`src/rtl/adcctl_pkg.sv`:
```
// package of constants for the converter control block
// assumes a wishbone classic slave with 8-bit registers in the low byte lane
package adcctl_pkg;
  localparam logic [7:0] ADCCTL_OFS_RES_LO = 8'h78;
  localparam logic [7:0] ADCCTL_OFS_RES_HI = 8'h79;
  localparam logic [7:0] ADCCTL_OFS_CTRL_A = 8'h7a;
  localparam logic [7:0] ADCCTL_OFS_CTRL_B = 8'h7b;
  localparam logic [7:0] ADCCTL_OFS_MUX = 8'h7c;
  localparam logic [7:0] ADCCTL_OFS_PIN_DIS = 8'h7e;
  localparam logic [7:0] ADCCTL_RESET_VAL = 8'h00;
  localparam int ADCCTL_BIT_EN = 7;
  localparam int ADCCTL_BIT_START = 6;
  localparam int ADCCTL_BIT_AUTO = 5;
  localparam int ADCCTL_BIT_DONE = 4;
  localparam int ADCCTL_BIT_IRQEN = 3;
  localparam int ADCCTL_BIT_ALIGN = 5;
  localparam int ADCCTL_BIT_BORROW = 6;
  localparam int ADCCTL_RES_W = 10;
  localparam logic [4:0] ADCCTL_CONV_CYCLES = 5'h0d;
  localparam logic [4:0] ADCCTL_FIRST_CYCLES = 5'h19;
  localparam logic [2:0] ADCCTL_TRIG_FREE = 3'h0;
  localparam logic [2:0] ADCCTL_TRIG_COMP = 3'h1;
  localparam logic [2:0] ADCCTL_TRIG_EXT0 = 3'h2;
  localparam logic [2:0] ADCCTL_TRIG_T0CA = 3'h3;
  localparam logic [2:0] ADCCTL_TRIG_T0OV = 3'h4;
  localparam logic [2:0] ADCCTL_TRIG_T1CB = 3'h5;
  localparam logic [2:0] ADCCTL_TRIG_T1OV = 3'h6;
  localparam logic [2:0] ADCCTL_TRIG_T1CAP = 3'h7;
  typedef enum logic [2:0] {
    ADCCTL_IDLE = 3'b001,
    ADCCTL_CONV = 3'b010,
    ADCCTL_DONE = 3'b100
  } adcctl_state_t;
endpackage : adcctl_pkg

```
`src/rtl/adcctl_top.sv`:
```
// converter control: registers, trigger logic, result presentation
// assumes wishbone classic slave, analog core answers via result only, the end is set by the cycle count
//
// The Wishbone interface to the registers was chosen for this implementation.
`timescale 1ns/1ps
module adcctl_top (
  input wire logic CORE_CLK_IN,
  input wire logic RST_IN,
  input wire logic WB_CYC_IN,
  input wire logic WB_STB_IN,
  input wire logic WB_WE_IN,
  input wire logic [7:0] WB_ADR_IN,
  input wire logic [3:0] WB_SEL_IN,
  input wire logic [31:0] WB_DAT_IN,
  output logic [31:0] WB_DAT_OUT,
  output logic WB_ACK_OUT,
  input wire logic GLOBAL_IRQ_EN_IN,
  input wire logic VECTOR_TAKEN_IN,
  input wire logic [7:1] TRIG_FLAGS_IN,
  input wire logic [adcctl_pkg::ADCCTL_RES_W-1:0] CONV_RESULT_IN,
  input wire logic [7:0] PORT_PIN_IN,
  output logic [7:0] PORT_PIN_OUT,
  output logic [7:0] PIN_BUFFER_OFF_OUT,
  output logic COMPARATOR_MUX_BORROW_OUT,
  output logic [3:0] CHANNEL_SELECT_OUT,
  output logic [1:0] REFERENCE_SELECT_OUT,
  output logic CONVERTER_ON_OUT,
  output logic SAMPLE_OUT,
  output logic COMPLETE_IRQ_OUT
);
  import adcctl_pkg::*;
  // ============================================================
  // registers
  logic [7:0] ctrl_a_r;
  logic [7:0] ctrl_b_r;
  logic [7:0] mux_r;
  logic [7:0] pin_dis_r;
  logic [9:0] result_r;
  logic locked_r;
  logic trig_prev_r;
  logic first_r;
  logic [4:0] cyc_r;
  adcctl_state_t state_r;
  adcctl_state_t state_nxt;
  logic adc_tick;

  // ============================================================
  // bus decode
  wire access = WB_CYC_IN && WB_STB_IN && !WB_ACK_OUT;
  wire wr = access && WB_WE_IN && WB_SEL_IN[0];
  wire rd = access && !WB_WE_IN;
  wire wr_a = wr && (WB_ADR_IN == ADCCTL_OFS_CTRL_A);
  wire wr_b = wr && (WB_ADR_IN == ADCCTL_OFS_CTRL_B);
  wire wr_mux = wr && (WB_ADR_IN == ADCCTL_OFS_MUX);
  wire wr_dis = wr && (WB_ADR_IN == ADCCTL_OFS_PIN_DIS);
  wire rd_lo = rd && (WB_ADR_IN == ADCCTL_OFS_RES_LO);
  wire rd_hi = rd && (WB_ADR_IN == ADCCTL_OFS_RES_HI);
  wire [7:0] wdat = WB_DAT_IN[7:0];

  wire en = ctrl_a_r[ADCCTL_BIT_EN];
  wire auto_en = ctrl_a_r[ADCCTL_BIT_AUTO];
  wire done_flag = ctrl_a_r[ADCCTL_BIT_DONE];
  wire [2:0] trig_sel = ctrl_b_r[2:0];
  wire align_left = mux_r[ADCCTL_BIT_ALIGN];

  // ============================================================
  // result presentation
  wire [7:0] res_lo = align_left ? {result_r[1:0], 6'h00} : result_r[7:0];
  wire [7:0] res_hi = align_left ? result_r[9:2] : {6'h00, result_r[9:8]};

  // ============================================================
  // trigger selection: free running reuses the done flag
  wire [7:0] trig_vec = {TRIG_FLAGS_IN, done_flag};
  wire trig_sig = trig_vec[trig_sel];
  // free running never edges on selection change, only on flag rise
  wire trig_edge = auto_en && trig_sig && !trig_prev_r;
  wire free_sel = (trig_sel == ADCCTL_TRIG_FREE);
  wire sel_change = wr_b && (wdat[2:0] != trig_sel);
  logic sel_change_d;
  wire auto_start = trig_edge && !(free_sel && sel_change_d);
  wire sw_start = wr_a && wdat[ADCCTL_BIT_START] && wdat[ADCCTL_BIT_EN];
  wire start_req = en && (sw_start || auto_start || ctrl_a_r[ADCCTL_BIT_START]);
  wire conv_end = (state_r == ADCCTL_CONV) && adc_tick && (cyc_r == 5'h01);
  // a low read in the completion cycle locks too, so the pair is never torn
  wire set_done = conv_end && !locked_r && !rd_lo;

  always_comb begin
    state_nxt = state_r;
    case (state_r)
      ADCCTL_IDLE: begin
        if (start_req) begin
          state_nxt = ADCCTL_CONV;
        end
      end
      ADCCTL_CONV: begin
        if (!en) begin
          state_nxt = ADCCTL_IDLE;
        end else if (conv_end) begin
          state_nxt = ADCCTL_DONE;
        end
      end
      ADCCTL_DONE: begin
        state_nxt = ADCCTL_IDLE;
      end
      default: begin
        state_nxt = ADCCTL_IDLE;
      end
    endcase
  end

  adcctl_prescaler u_presc (
    .clk_in(CORE_CLK_IN),
    .rst_in(RST_IN),
    .run_in(en),
    .sel_in(ctrl_a_r[2:0]),
    .tick_out(adc_tick)
  );

  // ============================================================
  // control register a with done flag: set wins over clear
  logic [7:0] ctrl_a_nxt;
  always_comb begin
    ctrl_a_nxt = ctrl_a_r;
    if (wr_a) begin
      ctrl_a_nxt = {wdat[7:5], ctrl_a_r[4], wdat[3:0]};
      ctrl_a_nxt[ADCCTL_BIT_START] = ctrl_a_r[ADCCTL_BIT_START] | wdat[ADCCTL_BIT_START];
      if (wdat[ADCCTL_BIT_DONE]) begin
        ctrl_a_nxt[ADCCTL_BIT_DONE] = 1'b0;
      end
    end
    if (VECTOR_TAKEN_IN) begin
      ctrl_a_nxt[ADCCTL_BIT_DONE] = 1'b0;
    end
    if (state_r == ADCCTL_IDLE && start_req) begin
      ctrl_a_nxt[ADCCTL_BIT_START] = 1'b1;
    end
    if (conv_end || !ctrl_a_nxt[ADCCTL_BIT_EN]) begin
      ctrl_a_nxt[ADCCTL_BIT_START] = 1'b0;
    end
    if (set_done) begin
      ctrl_a_nxt[ADCCTL_BIT_DONE] = 1'b1;
    end
  end

  always_ff @(posedge CORE_CLK_IN or posedge RST_IN) begin
    if (RST_IN) begin
      state_r <= ADCCTL_IDLE;
      ctrl_a_r <= ADCCTL_RESET_VAL;
      ctrl_b_r <= ADCCTL_RESET_VAL;
      mux_r <= ADCCTL_RESET_VAL;
      pin_dis_r <= ADCCTL_RESET_VAL;
      first_r <= 1'b1;
      cyc_r <= 5'h00;
      trig_prev_r <= 1'b0;
      sel_change_d <= 1'b0;
    end else begin
      state_r <= state_nxt;
      ctrl_a_r <= ctrl_a_nxt;
      trig_prev_r <= trig_sig;
      sel_change_d <= sel_change;
      if (wr_b) begin
        ctrl_b_r <= {1'b0, wdat[6], 3'h0, wdat[2:0]};
      end
      if (wr_mux) begin
        mux_r <= {wdat[7:5], 1'b0, wdat[3:0]};
      end
      if (wr_dis) begin
        pin_dis_r <= wdat;
      end
      // first conversion after enable is the long one
      if (!en) begin
        first_r <= 1'b1;
      end else if (conv_end) begin
        first_r <= 1'b0;
      end
      if (state_r == ADCCTL_IDLE && start_req) begin
        cyc_r <= first_r ? ADCCTL_FIRST_CYCLES : ADCCTL_CONV_CYCLES;
      end else if (state_r == ADCCTL_CONV && adc_tick) begin
        cyc_r <= cyc_r - 5'h01;
      end
    end
  end

  // ============================================================
  // result lock and capture
  always_ff @(posedge CORE_CLK_IN or posedge RST_IN) begin
    if (RST_IN) begin
      result_r <= 10'h000;
      locked_r <= 1'b0;
    end else begin
      if (set_done) begin
        result_r <= CONV_RESULT_IN;
      end
      if (rd_lo) begin
        locked_r <= 1'b1;
      end else if (rd_hi) begin
        locked_r <= 1'b0;
      end
    end
  end

  // ============================================================
  // bus answer: one wait state, unmapped reads zero
  wire [7:0] rd_mux =
    (WB_ADR_IN == ADCCTL_OFS_RES_LO) ? res_lo :
    (WB_ADR_IN == ADCCTL_OFS_RES_HI) ? res_hi :
    (WB_ADR_IN == ADCCTL_OFS_CTRL_A) ? ctrl_a_r :
    (WB_ADR_IN == ADCCTL_OFS_CTRL_B) ? ctrl_b_r :
    (WB_ADR_IN == ADCCTL_OFS_MUX) ? mux_r :
    (WB_ADR_IN == ADCCTL_OFS_PIN_DIS) ? pin_dis_r : 8'h00;

  always_ff @(posedge CORE_CLK_IN or posedge RST_IN) begin
    if (RST_IN) begin
      WB_ACK_OUT <= 1'b0;
      WB_DAT_OUT <= 32'h0000_0000;
      PORT_PIN_OUT <= 8'h00;
      PIN_BUFFER_OFF_OUT <= 8'h00;
      COMPARATOR_MUX_BORROW_OUT <= 1'b0;
      CHANNEL_SELECT_OUT <= 4'h0;
      REFERENCE_SELECT_OUT <= 2'h0;
      CONVERTER_ON_OUT <= 1'b0;
      SAMPLE_OUT <= 1'b0;
      COMPLETE_IRQ_OUT <= 1'b0;
    end else begin
      WB_ACK_OUT <= access;
      WB_DAT_OUT <= rd ? {24'h000000, rd_mux} : 32'h0000_0000;
      PORT_PIN_OUT <= PORT_PIN_IN & ~pin_dis_r;
      PIN_BUFFER_OFF_OUT <= pin_dis_r;
      COMPARATOR_MUX_BORROW_OUT <= ctrl_b_r[ADCCTL_BIT_BORROW] && !en;
      CHANNEL_SELECT_OUT <= mux_r[3:0];
      REFERENCE_SELECT_OUT <= mux_r[7:6];
      CONVERTER_ON_OUT <= en;
      SAMPLE_OUT <= (state_nxt == ADCCTL_CONV);
      COMPLETE_IRQ_OUT <= ctrl_a_nxt[ADCCTL_BIT_DONE] && ctrl_a_nxt[ADCCTL_BIT_IRQEN] && GLOBAL_IRQ_EN_IN;
    end
  end

  // ============================================================
  // checks
  property p_irq;
    @(posedge CORE_CLK_IN) disable iff (RST_IN)
    COMPLETE_IRQ_OUT |-> $past(ctrl_a_nxt[ADCCTL_BIT_IRQEN]) && $past(GLOBAL_IRQ_EN_IN);
  endproperty
  a_irq: assert property (p_irq) else $error("irq without enables");
  property p_lock;
    @(posedge CORE_CLK_IN) disable iff (RST_IN)
    locked_r && !rd_hi |=> $stable(result_r);
  endproperty
  a_lock: assert property (p_lock) else $error("result changed while locked");
  property p_right;
    @(posedge CORE_CLK_IN) disable iff (RST_IN)
    !align_left |-> res_hi[7:2] == 6'h00 && {res_hi[1:0], res_lo} == result_r;
  endproperty
  a_right: assert property (p_right) else $error("right align wrong");
  property p_left;
    @(posedge CORE_CLK_IN) disable iff (RST_IN)
    align_left |-> res_lo[5:0] == 6'h00 && {res_hi, res_lo[7:6]} == result_r;
  endproperty
  a_left: assert property (p_left) else $error("left align wrong");
  property p_borrow;
    @(posedge CORE_CLK_IN) disable iff (RST_IN)
    COMPARATOR_MUX_BORROW_OUT |-> $past(!en);
  endproperty
  a_borrow: assert property (p_borrow) else $error("borrow while enabled");
  property p_noauto;
    @(posedge CORE_CLK_IN) disable iff (RST_IN)
    !auto_en |-> !trig_edge;
  endproperty
  a_noauto: assert property (p_noauto) else $error("trigger without auto");
  property p_abort;
    @(posedge CORE_CLK_IN) disable iff (RST_IN)
    !en |=> state_r != ADCCTL_CONV;
  endproperty
  a_abort: assert property (p_abort) else $error("conversion kept after disable");
  property p_pin;
    @(posedge CORE_CLK_IN) disable iff (RST_IN)
    ##1 (PORT_PIN_OUT & $past(pin_dis_r)) == 8'h00;
  endproperty
  a_pin: assert property (p_pin) else $error("disabled pin reads one");
  property p_done;
    @(posedge CORE_CLK_IN) disable iff (RST_IN)
    set_done |=> done_flag;
  endproperty
  a_done: assert property (p_done) else $error("done flag not set");
endmodule : adcctl_top

```
`src/rtl/adcctl_prescaler.sv`:
```
// converter clock prescaler: one-cycle tick at clk divided by 2..128
// assumes a single system clock and synchronous enable
`timescale 1ns/1ps
module adcctl_prescaler (
  input wire logic clk_in,
  input wire logic rst_in,
  input wire logic run_in,
  input wire logic [2:0] sel_in,
  output logic tick_out
);
  import adcctl_pkg::*;
  logic [6:0] cnt_r;
  logic [6:0] limit;
  // codes 0 and 1 both divide by two
  assign limit = (sel_in <= 3'h1) ? 7'h01 : 7'((8'h01 << sel_in) - 8'h01);
  always_ff @(posedge clk_in or posedge rst_in) begin
    if (rst_in) begin
      cnt_r <= 7'h00;
      tick_out <= 1'b0;
    end else if (!run_in) begin
      cnt_r <= 7'h00;
      tick_out <= 1'b0;
    end else begin
      tick_out <= (cnt_r >= limit);
      cnt_r <= (cnt_r >= limit) ? 7'h00 : cnt_r + 7'h01;
    end
  end
endmodule : adcctl_prescaler

```
`config.mk`:
```
export PLATFORM = sky130hd
export DESIGN_NAME = adcctl_top
export DESIGN_NICKNAME = d
export VERILOG_FILES = /design/src/rtl/adcctl_pkg.sv /design/src/rtl/adcctl_top.sv /design/src/rtl/adcctl_prescaler.sv
export SDC_FILE = /design/constraint.sdc
export NUM_CORES = 1
export LEC_CHECK = 0
export ABC_CLOCK_PERIOD_IN_PS = 5540
export BUFFER_PORTS_ARGS = -buffer_cell sky130_fd_sc_hd__buf_2
export CORE_ASPECT_RATIO = 0.8
export CORE_MARGIN = 3
export CORE_UTILIZATION = 40
export DETAILED_ROUTE_END_ITERATION = 12
export PLACE_DENSITY = 0.67
export SYNTH_ARGS = -nofsm -noshare
export SYNTH_HDL_FRONTEND = slang
export SYNTH_HIERARCHICAL = 1
export SYNTH_SLANG_ARGS = --single-unit
```
`constraint.sdc`:
```
create_clock -name CORE_CLK_IN -period 5.54 [get_ports CORE_CLK_IN]
set_input_delay 0.554 -clock CORE_CLK_IN [delete_from_list [all_inputs] [get_ports CORE_CLK_IN]]
set_output_delay 0.554 -clock CORE_CLK_IN [all_outputs]
set_load 0.01 [all_outputs]
```
=== Word level (Yosys, flattened, before mapping) ===
Cells that the tools add are included.

* Register bits after elaboration: 92
* Input bits: 76
* Output and inout port bits: 59
* Logic and storage cells: 121

* Add/subtract/negate cells: 3
* Order comparisons: 3
* Eq/ne operators: 12
* Shift operators: 1
* Multiplexer cells: 32
* Bitwise gates (word level): 3
* Reductions and logical operators: 42

{| class="wikitable"
|+ Operators with widths
! kind !! number
|-
| 8-bit 2-to-1 mux || 10
|-
| 8-bit by 7-bit equality test with 1-bit output, second input constant || 6
|-
| 1-bit logical AND || 27
|-
| 7-bit 2-to-1 mux || 3
|-
| 5-bit 2-to-1 mux || 3
|-
| 1-bit 2-to-1 mux || 11
|-
| 3-bit 2-to-1 mux || 3
|-
| 8-bit AND || 1
|-
| 1-bit logical NOT || 8
|-
| 8-bit inverter || 1
|-
| 7-bit by 1-bit adder with 7-bit output, second input constant || 1
|-
| 7-bit >= comparator || 1
|-
| 1-bit by 3-bit << shifter with 7-bit output, first input constant || 1
|-
| 7-bit by 1-bit subtractor with 7-bit output, second input constant || 1
|-
| 3-bit by 2-bit equality test with 1-bit output, second input constant || 2
|-
| 3-bit one-hot mux with 2 select lines || 1
|-
| 5-bit by 1-bit equality test with 1-bit output, second input constant || 1
|-
| 5-bit by 1-bit subtractor with 5-bit output, second input constant || 1
|-
| 3-bit by 4-bit less-than comparator with 1-bit output, second input constant || 1
|-
| 2-bit nonzero test || 2
|-
| 1-bit binary-select mux with 3-bit select || 1
|-
| 3-bit by 1-bit equality test with 1-bit output, second input constant || 1
|-
| 3-bit by 1-bit <= comparator with 1-bit output, second input constant || 1
|-
| 3-bit logical NOT || 1
|-
| 5 further kinds || 7
|}

=== Logic depth before layout (Yosys ltp) ===
* Word-level depth: 13
* Gate-level depth with buffers: 10
* Gate-level depth less buffers: 10

=== Cells and area by module ===
The synthesis kept the hierarchy.

{| class="wikitable"
|+ Modules (own cells, without submodules)
! module !! instances !! cells each !! area each (µm²) !! sequential area each (µm²)
|-
| adcctl_top || 1 || 323 || 3903.7 || 2104.5
|-
| adcctl_prescaler || 1 || 63 || 593.1 || 200.2
|}

=== Least setup slack after synthesis ===
OpenSTA, ideal clock, no wires.

* Path kind: register to register
* Start: register ctrl_a_r[2]
* End: register u_presc.tick_out
* Library setup time: 0.067 ns
* Arrival time: 2.287 ns
* Data required time: 5.473 ns
* Setup slack: 3.186 ns
* Cell stages (with the launch flop): 9
* Path buffers: 0
* Period minus slack after synthesis: 2.354 ns
* Cell sequence: dfrtp_1 > or3_1 > ha_1 > xnor2_1 > nand3_1 > ha_1 > nand4_1 > o31ai_2 > and2_1

* Longest elaborated chain between the ends: 5
* Elaborated cells between the ends (all ways): 6
* Classes of those cells: 1 x add/sub; 2 x order compare; 1 x shift; 2 x mux

{| class="wikitable"
|+ RTL lines
! what !! line !! text
|-
| start: declaration || adcctl_top.sv:34 || <nowiki>logic [7:0] ctrl_a_r;</nowiki>
|-
| start signal: assignment || adcctl_top.sv:158 || <nowiki>ctrl_a_r <= ctrl_a_nxt;</nowiki>
|-
| 1-bit by 3-bit << shifter with 7-bit output || adcctl_prescaler.sv:15 || <nowiki>assign limit = (sel_in <= 3'h1) ? 7'h01 : 7'((8'h01 << sel_in) - 8'h01);</nowiki>
|-
| 7-bit by 1-bit subtractor with 7-bit output || adcctl_prescaler.sv:15 ||
|-
| 7-bit 2-to-1 mux * || adcctl_prescaler.sv:15 ||
|-
| 7-bit >= comparator * || adcctl_prescaler.sv:24 || <nowiki>tick_out <= (cnt_r >= limit);</nowiki>
|-
| 1-bit 2-to-1 mux * || adcctl_prescaler.sv:20 || <nowiki>end else if (!run_in) begin</nowiki>
|-
| end signal: assignment || adcctl_prescaler.sv:24 ||
|-
| end: declaration || adcctl_prescaler.sv:9 || <nowiki>output logic tick_out</nowiki>
|}

Every way passes the cells marked *; elsewhere a longest branch is shown, timed or not.
A chain may end at the register's enable or synchronous reset.

=== Final worst setup path ===
Same ends and word-level chain as after synthesis.

==> impl_metrics.ini <==
[status]
status = finished, final reports clean

[final_layout]
multiInputGateArea_mm2 = 0.00200
drive_gt1_share_pct = 33.0
nNetsFinal = 555
area.sequential_mm2 = 0.00230
area_delta_synth_final_pct = 17.1
antenna_cells = 0
fillers = 945
fin_cells = 613

[worst_setup_path]
crit_required_ns = 5.81
cp_max_fo = 9
critPathMostFrequentCell = ha_1
arrival_ns = 2.93
crit_path_end_kind = flip-flop
crit_buf_inv = 0
worst-setup-path-type = flip-flop to flip-flop
crit_start = ctrl_a_r[2]
critPathLaunchType = flip-flop
reg2reg_from = ctrl_a_r[2]
critPathMaxStageDelay_ns = 0.53
worstPathCellList = or3_1, ha_1, nor4b_1, a21oi_1, ha_1, nor2_1, o31ai_2, and2_1
cp_slowest_cell = o31ai_2
crit_family = simple AND/OR/NAND/NOR gates

[clocking]
cts.clk_slew.worst_paths_ns = 0.06
cts_tree = done
cts_num_sinks = 92
insertion_delay_ns = 0.33
cts_max_level = 3
cts_made_buffers = 9
clock_tree.buffer_depth = 2
cts_root_buffer = clkbuf_16
cts_resized = 0
cts_setup_buffers = 0
ctsHoldBuffers = 0

[global_routing]
grt_max_degree = 85
grt_usage_pct = 16.3
antenna_found_initial = 0
grt_pass1_wl_mm = 16.3
grt_pass1_vias = 3118
overflow = 0

[synth]
netlist_area_mm2 = 0.00450
avgSynthCellArea_um2 = 11.6
ys_ff_latch = 92
synth_top_cell_by_area = dfrtp_1
synth_async_sr_flop_share_pct = 100
synth.top_cells.by_area = dfrtp_1 50%, mux2_2 7.5%, buf_4 4.0%
synth_edf_count = 0
yosysMostFrequentCell = dfrtp_1
yosysUniqueCellTypes = 59
synth_ff_type = dfrtp_1
syn_inst = 386
yosysSeqAreaShare_pct = 51.3
synth_top_area_share_pct = 50.1
yosysWarnings = 6
yosys-top-cells-count = 90 x dfrtp_1, 31 x nand2_1, 30 x mux2_2, 24 x buf_4, 17 x nand3_1

[floorplanning]
floorplan.die.height_um = 101
rows = 33
dieArea_mm2 = 0.0126
core_mm2 = 0.0106
start_util_pct = 42.4
ioPinCount = 135
fp.dieW_um = 125

[detailed_routing]
top_layer = met4
dr.first_iter.drc_count = 194
wl_met3_um = 660
vias = 3101
drt_wl_total_mm = 9.81
met1_length_mm = 4.69
vias_per_cell = 5.06
drc = 0
drtPass1Iterations = 4
route.met2.wl_mm = 4.23
ant_nets = 0
avgRoutedWirePerCell_um = 16.0

[timing]
fin_crit_sh_pct = 48.0
final.setup.tns_ns = 0
skew_ns = 0.00773
slew_headroom_pct = 31.6
setup_viol = 0
rsz0062_at_grt = false
hold_violations = 0
max_clock_freq_mhz = 376
maxSlewViolCount = 0
timing.hold.ws_ns = 0.187
post-route-min-period_ns = 2.66
worst_pin_slew_ns = 1.03
fin_ws_ns = 2.88

[placed_design]
hpwl_mm = 7.25
dp.cells = 597
io_buffers = 83
pre_cts_slack_ns = 2.89
gp_congestion = 0.825

[power_and_ir_drop]
power.density_mw_per_mm2 = 263
p_total_uw = 1390
peakVddDrop_mv = 0.135
p_leak_uw = 0.00265

[worst_hold_path]
hold_class = primary input to asynchronous set/reset pin

[job]
cap_violations = 0
==> metrics by stage <==
| step | utilization (%) | area, µm² |
|---|---|---|
| final | 49.6 | 5260 |
| after global routing | 49.6 | 5260 |
| after CTS | 49.6 | 5260 |
| after global placement | 46.7 | 4950 |
| after detailed placement | 46.7 | 4950 |
| after floorplan | - | 4580 |
==> kinds of logic after synthesis <==
family                     synth area share, %
AOI/OAI and AO/OA                         8.26
buffers and inverters                     6.20
other                                    0.167
and+or+nand+nor                           16.4
adders and majority gates                 3.06
DFF                                       51.3
xor gates and xnor gates                  2.73
muxes                                     12.0
==> state kept, by name (all words and copies together) (netlist names), 7 cells and up <==
signal / cells
result_r: 10
WB_DAT_OUT: 8
PIN_BUFFER_OFF_OUT: 8
ctrl_a_r: 8
PORT_PIN_OUT: 8
u_presc/cnt_r: 7
pin_dis_r: 8
mux_r: 7
==> area by class of cell <==
class | count | area share [%]
clock inverters | 5 | 1.12
multi-input cells | 269 | 38.0
repair buffers | 85 | 8.18
flip-flops and latches | 92 | 43.8
clock buffers | 11 | 4.80
well taps | 140 | 3.33
inverters | 11 | 0.808
==> power by group <==
group          leakage [µW]  internal [µW]  switching [µW]
Combinational       0.00126           27.6            52.8
Sequential          0.00123            677            3.11
Clock              0.000148            375             251
==> final timing paths <==
kind	end	slack, ns	cells after the start
max in group asynchronous	sel_change_d	4.33	3
worst min register to register	REFERENCE_SELECT_OUT[1]	0.40	0
worst max register to register	u_presc/tick_out	2.88	8
worst min-delay path	u_presc/cnt_r[2]	0.19	2
worst max-delay path	u_presc/tick_out	2.88	8
min in group CORE_CLK_IN	REFERENCE_SELECT_OUT[1]	0.40	0
==> layer usage <==
metal / up-vias / global-route usage, %
met5: - / 0
met4: 0 / 6.07
met3: 18 / 3.87
met2: 125 / 23.0
met1: 1487 / 24.2
li1: 1471 / -
==> worst register-to-register path, cell delays in order, from the launching register on <==
cell,delay [ns]
dfrtp_1,0.46
or3_1,0.40
ha_1,0.25
nor4b_1,0.34
a21oi_1,0.08
ha_1,0.28
nor2_1,0.05
o31ai_2,0.53
and2_1,0.21
==> placed cells by master (no fill, tap or decap), drive strengths merged, types with 5 or more instances in the layout <==
cell type | Yosys | layout
nand2 | 31 | 31
conb | 2 | 25
nor3b | 7 | 7
mux2 | 38 | 38
nand3 | 17 | 17
a221oi | 5 | 5
mux2i | 8 | 8
nand2b | 8 | 8
a21oi | 12 | 12
nor2 | 13 | 13
clkbuf | 11 | 11
dfrtp | 90 | 90
inv | 11 | 11
xor2 | 10 | 10
nor2b | 16 | 16
buf | 26 | 85
ha | 11 | 11
No activity file was read; power rests on OpenSTA's default activity.
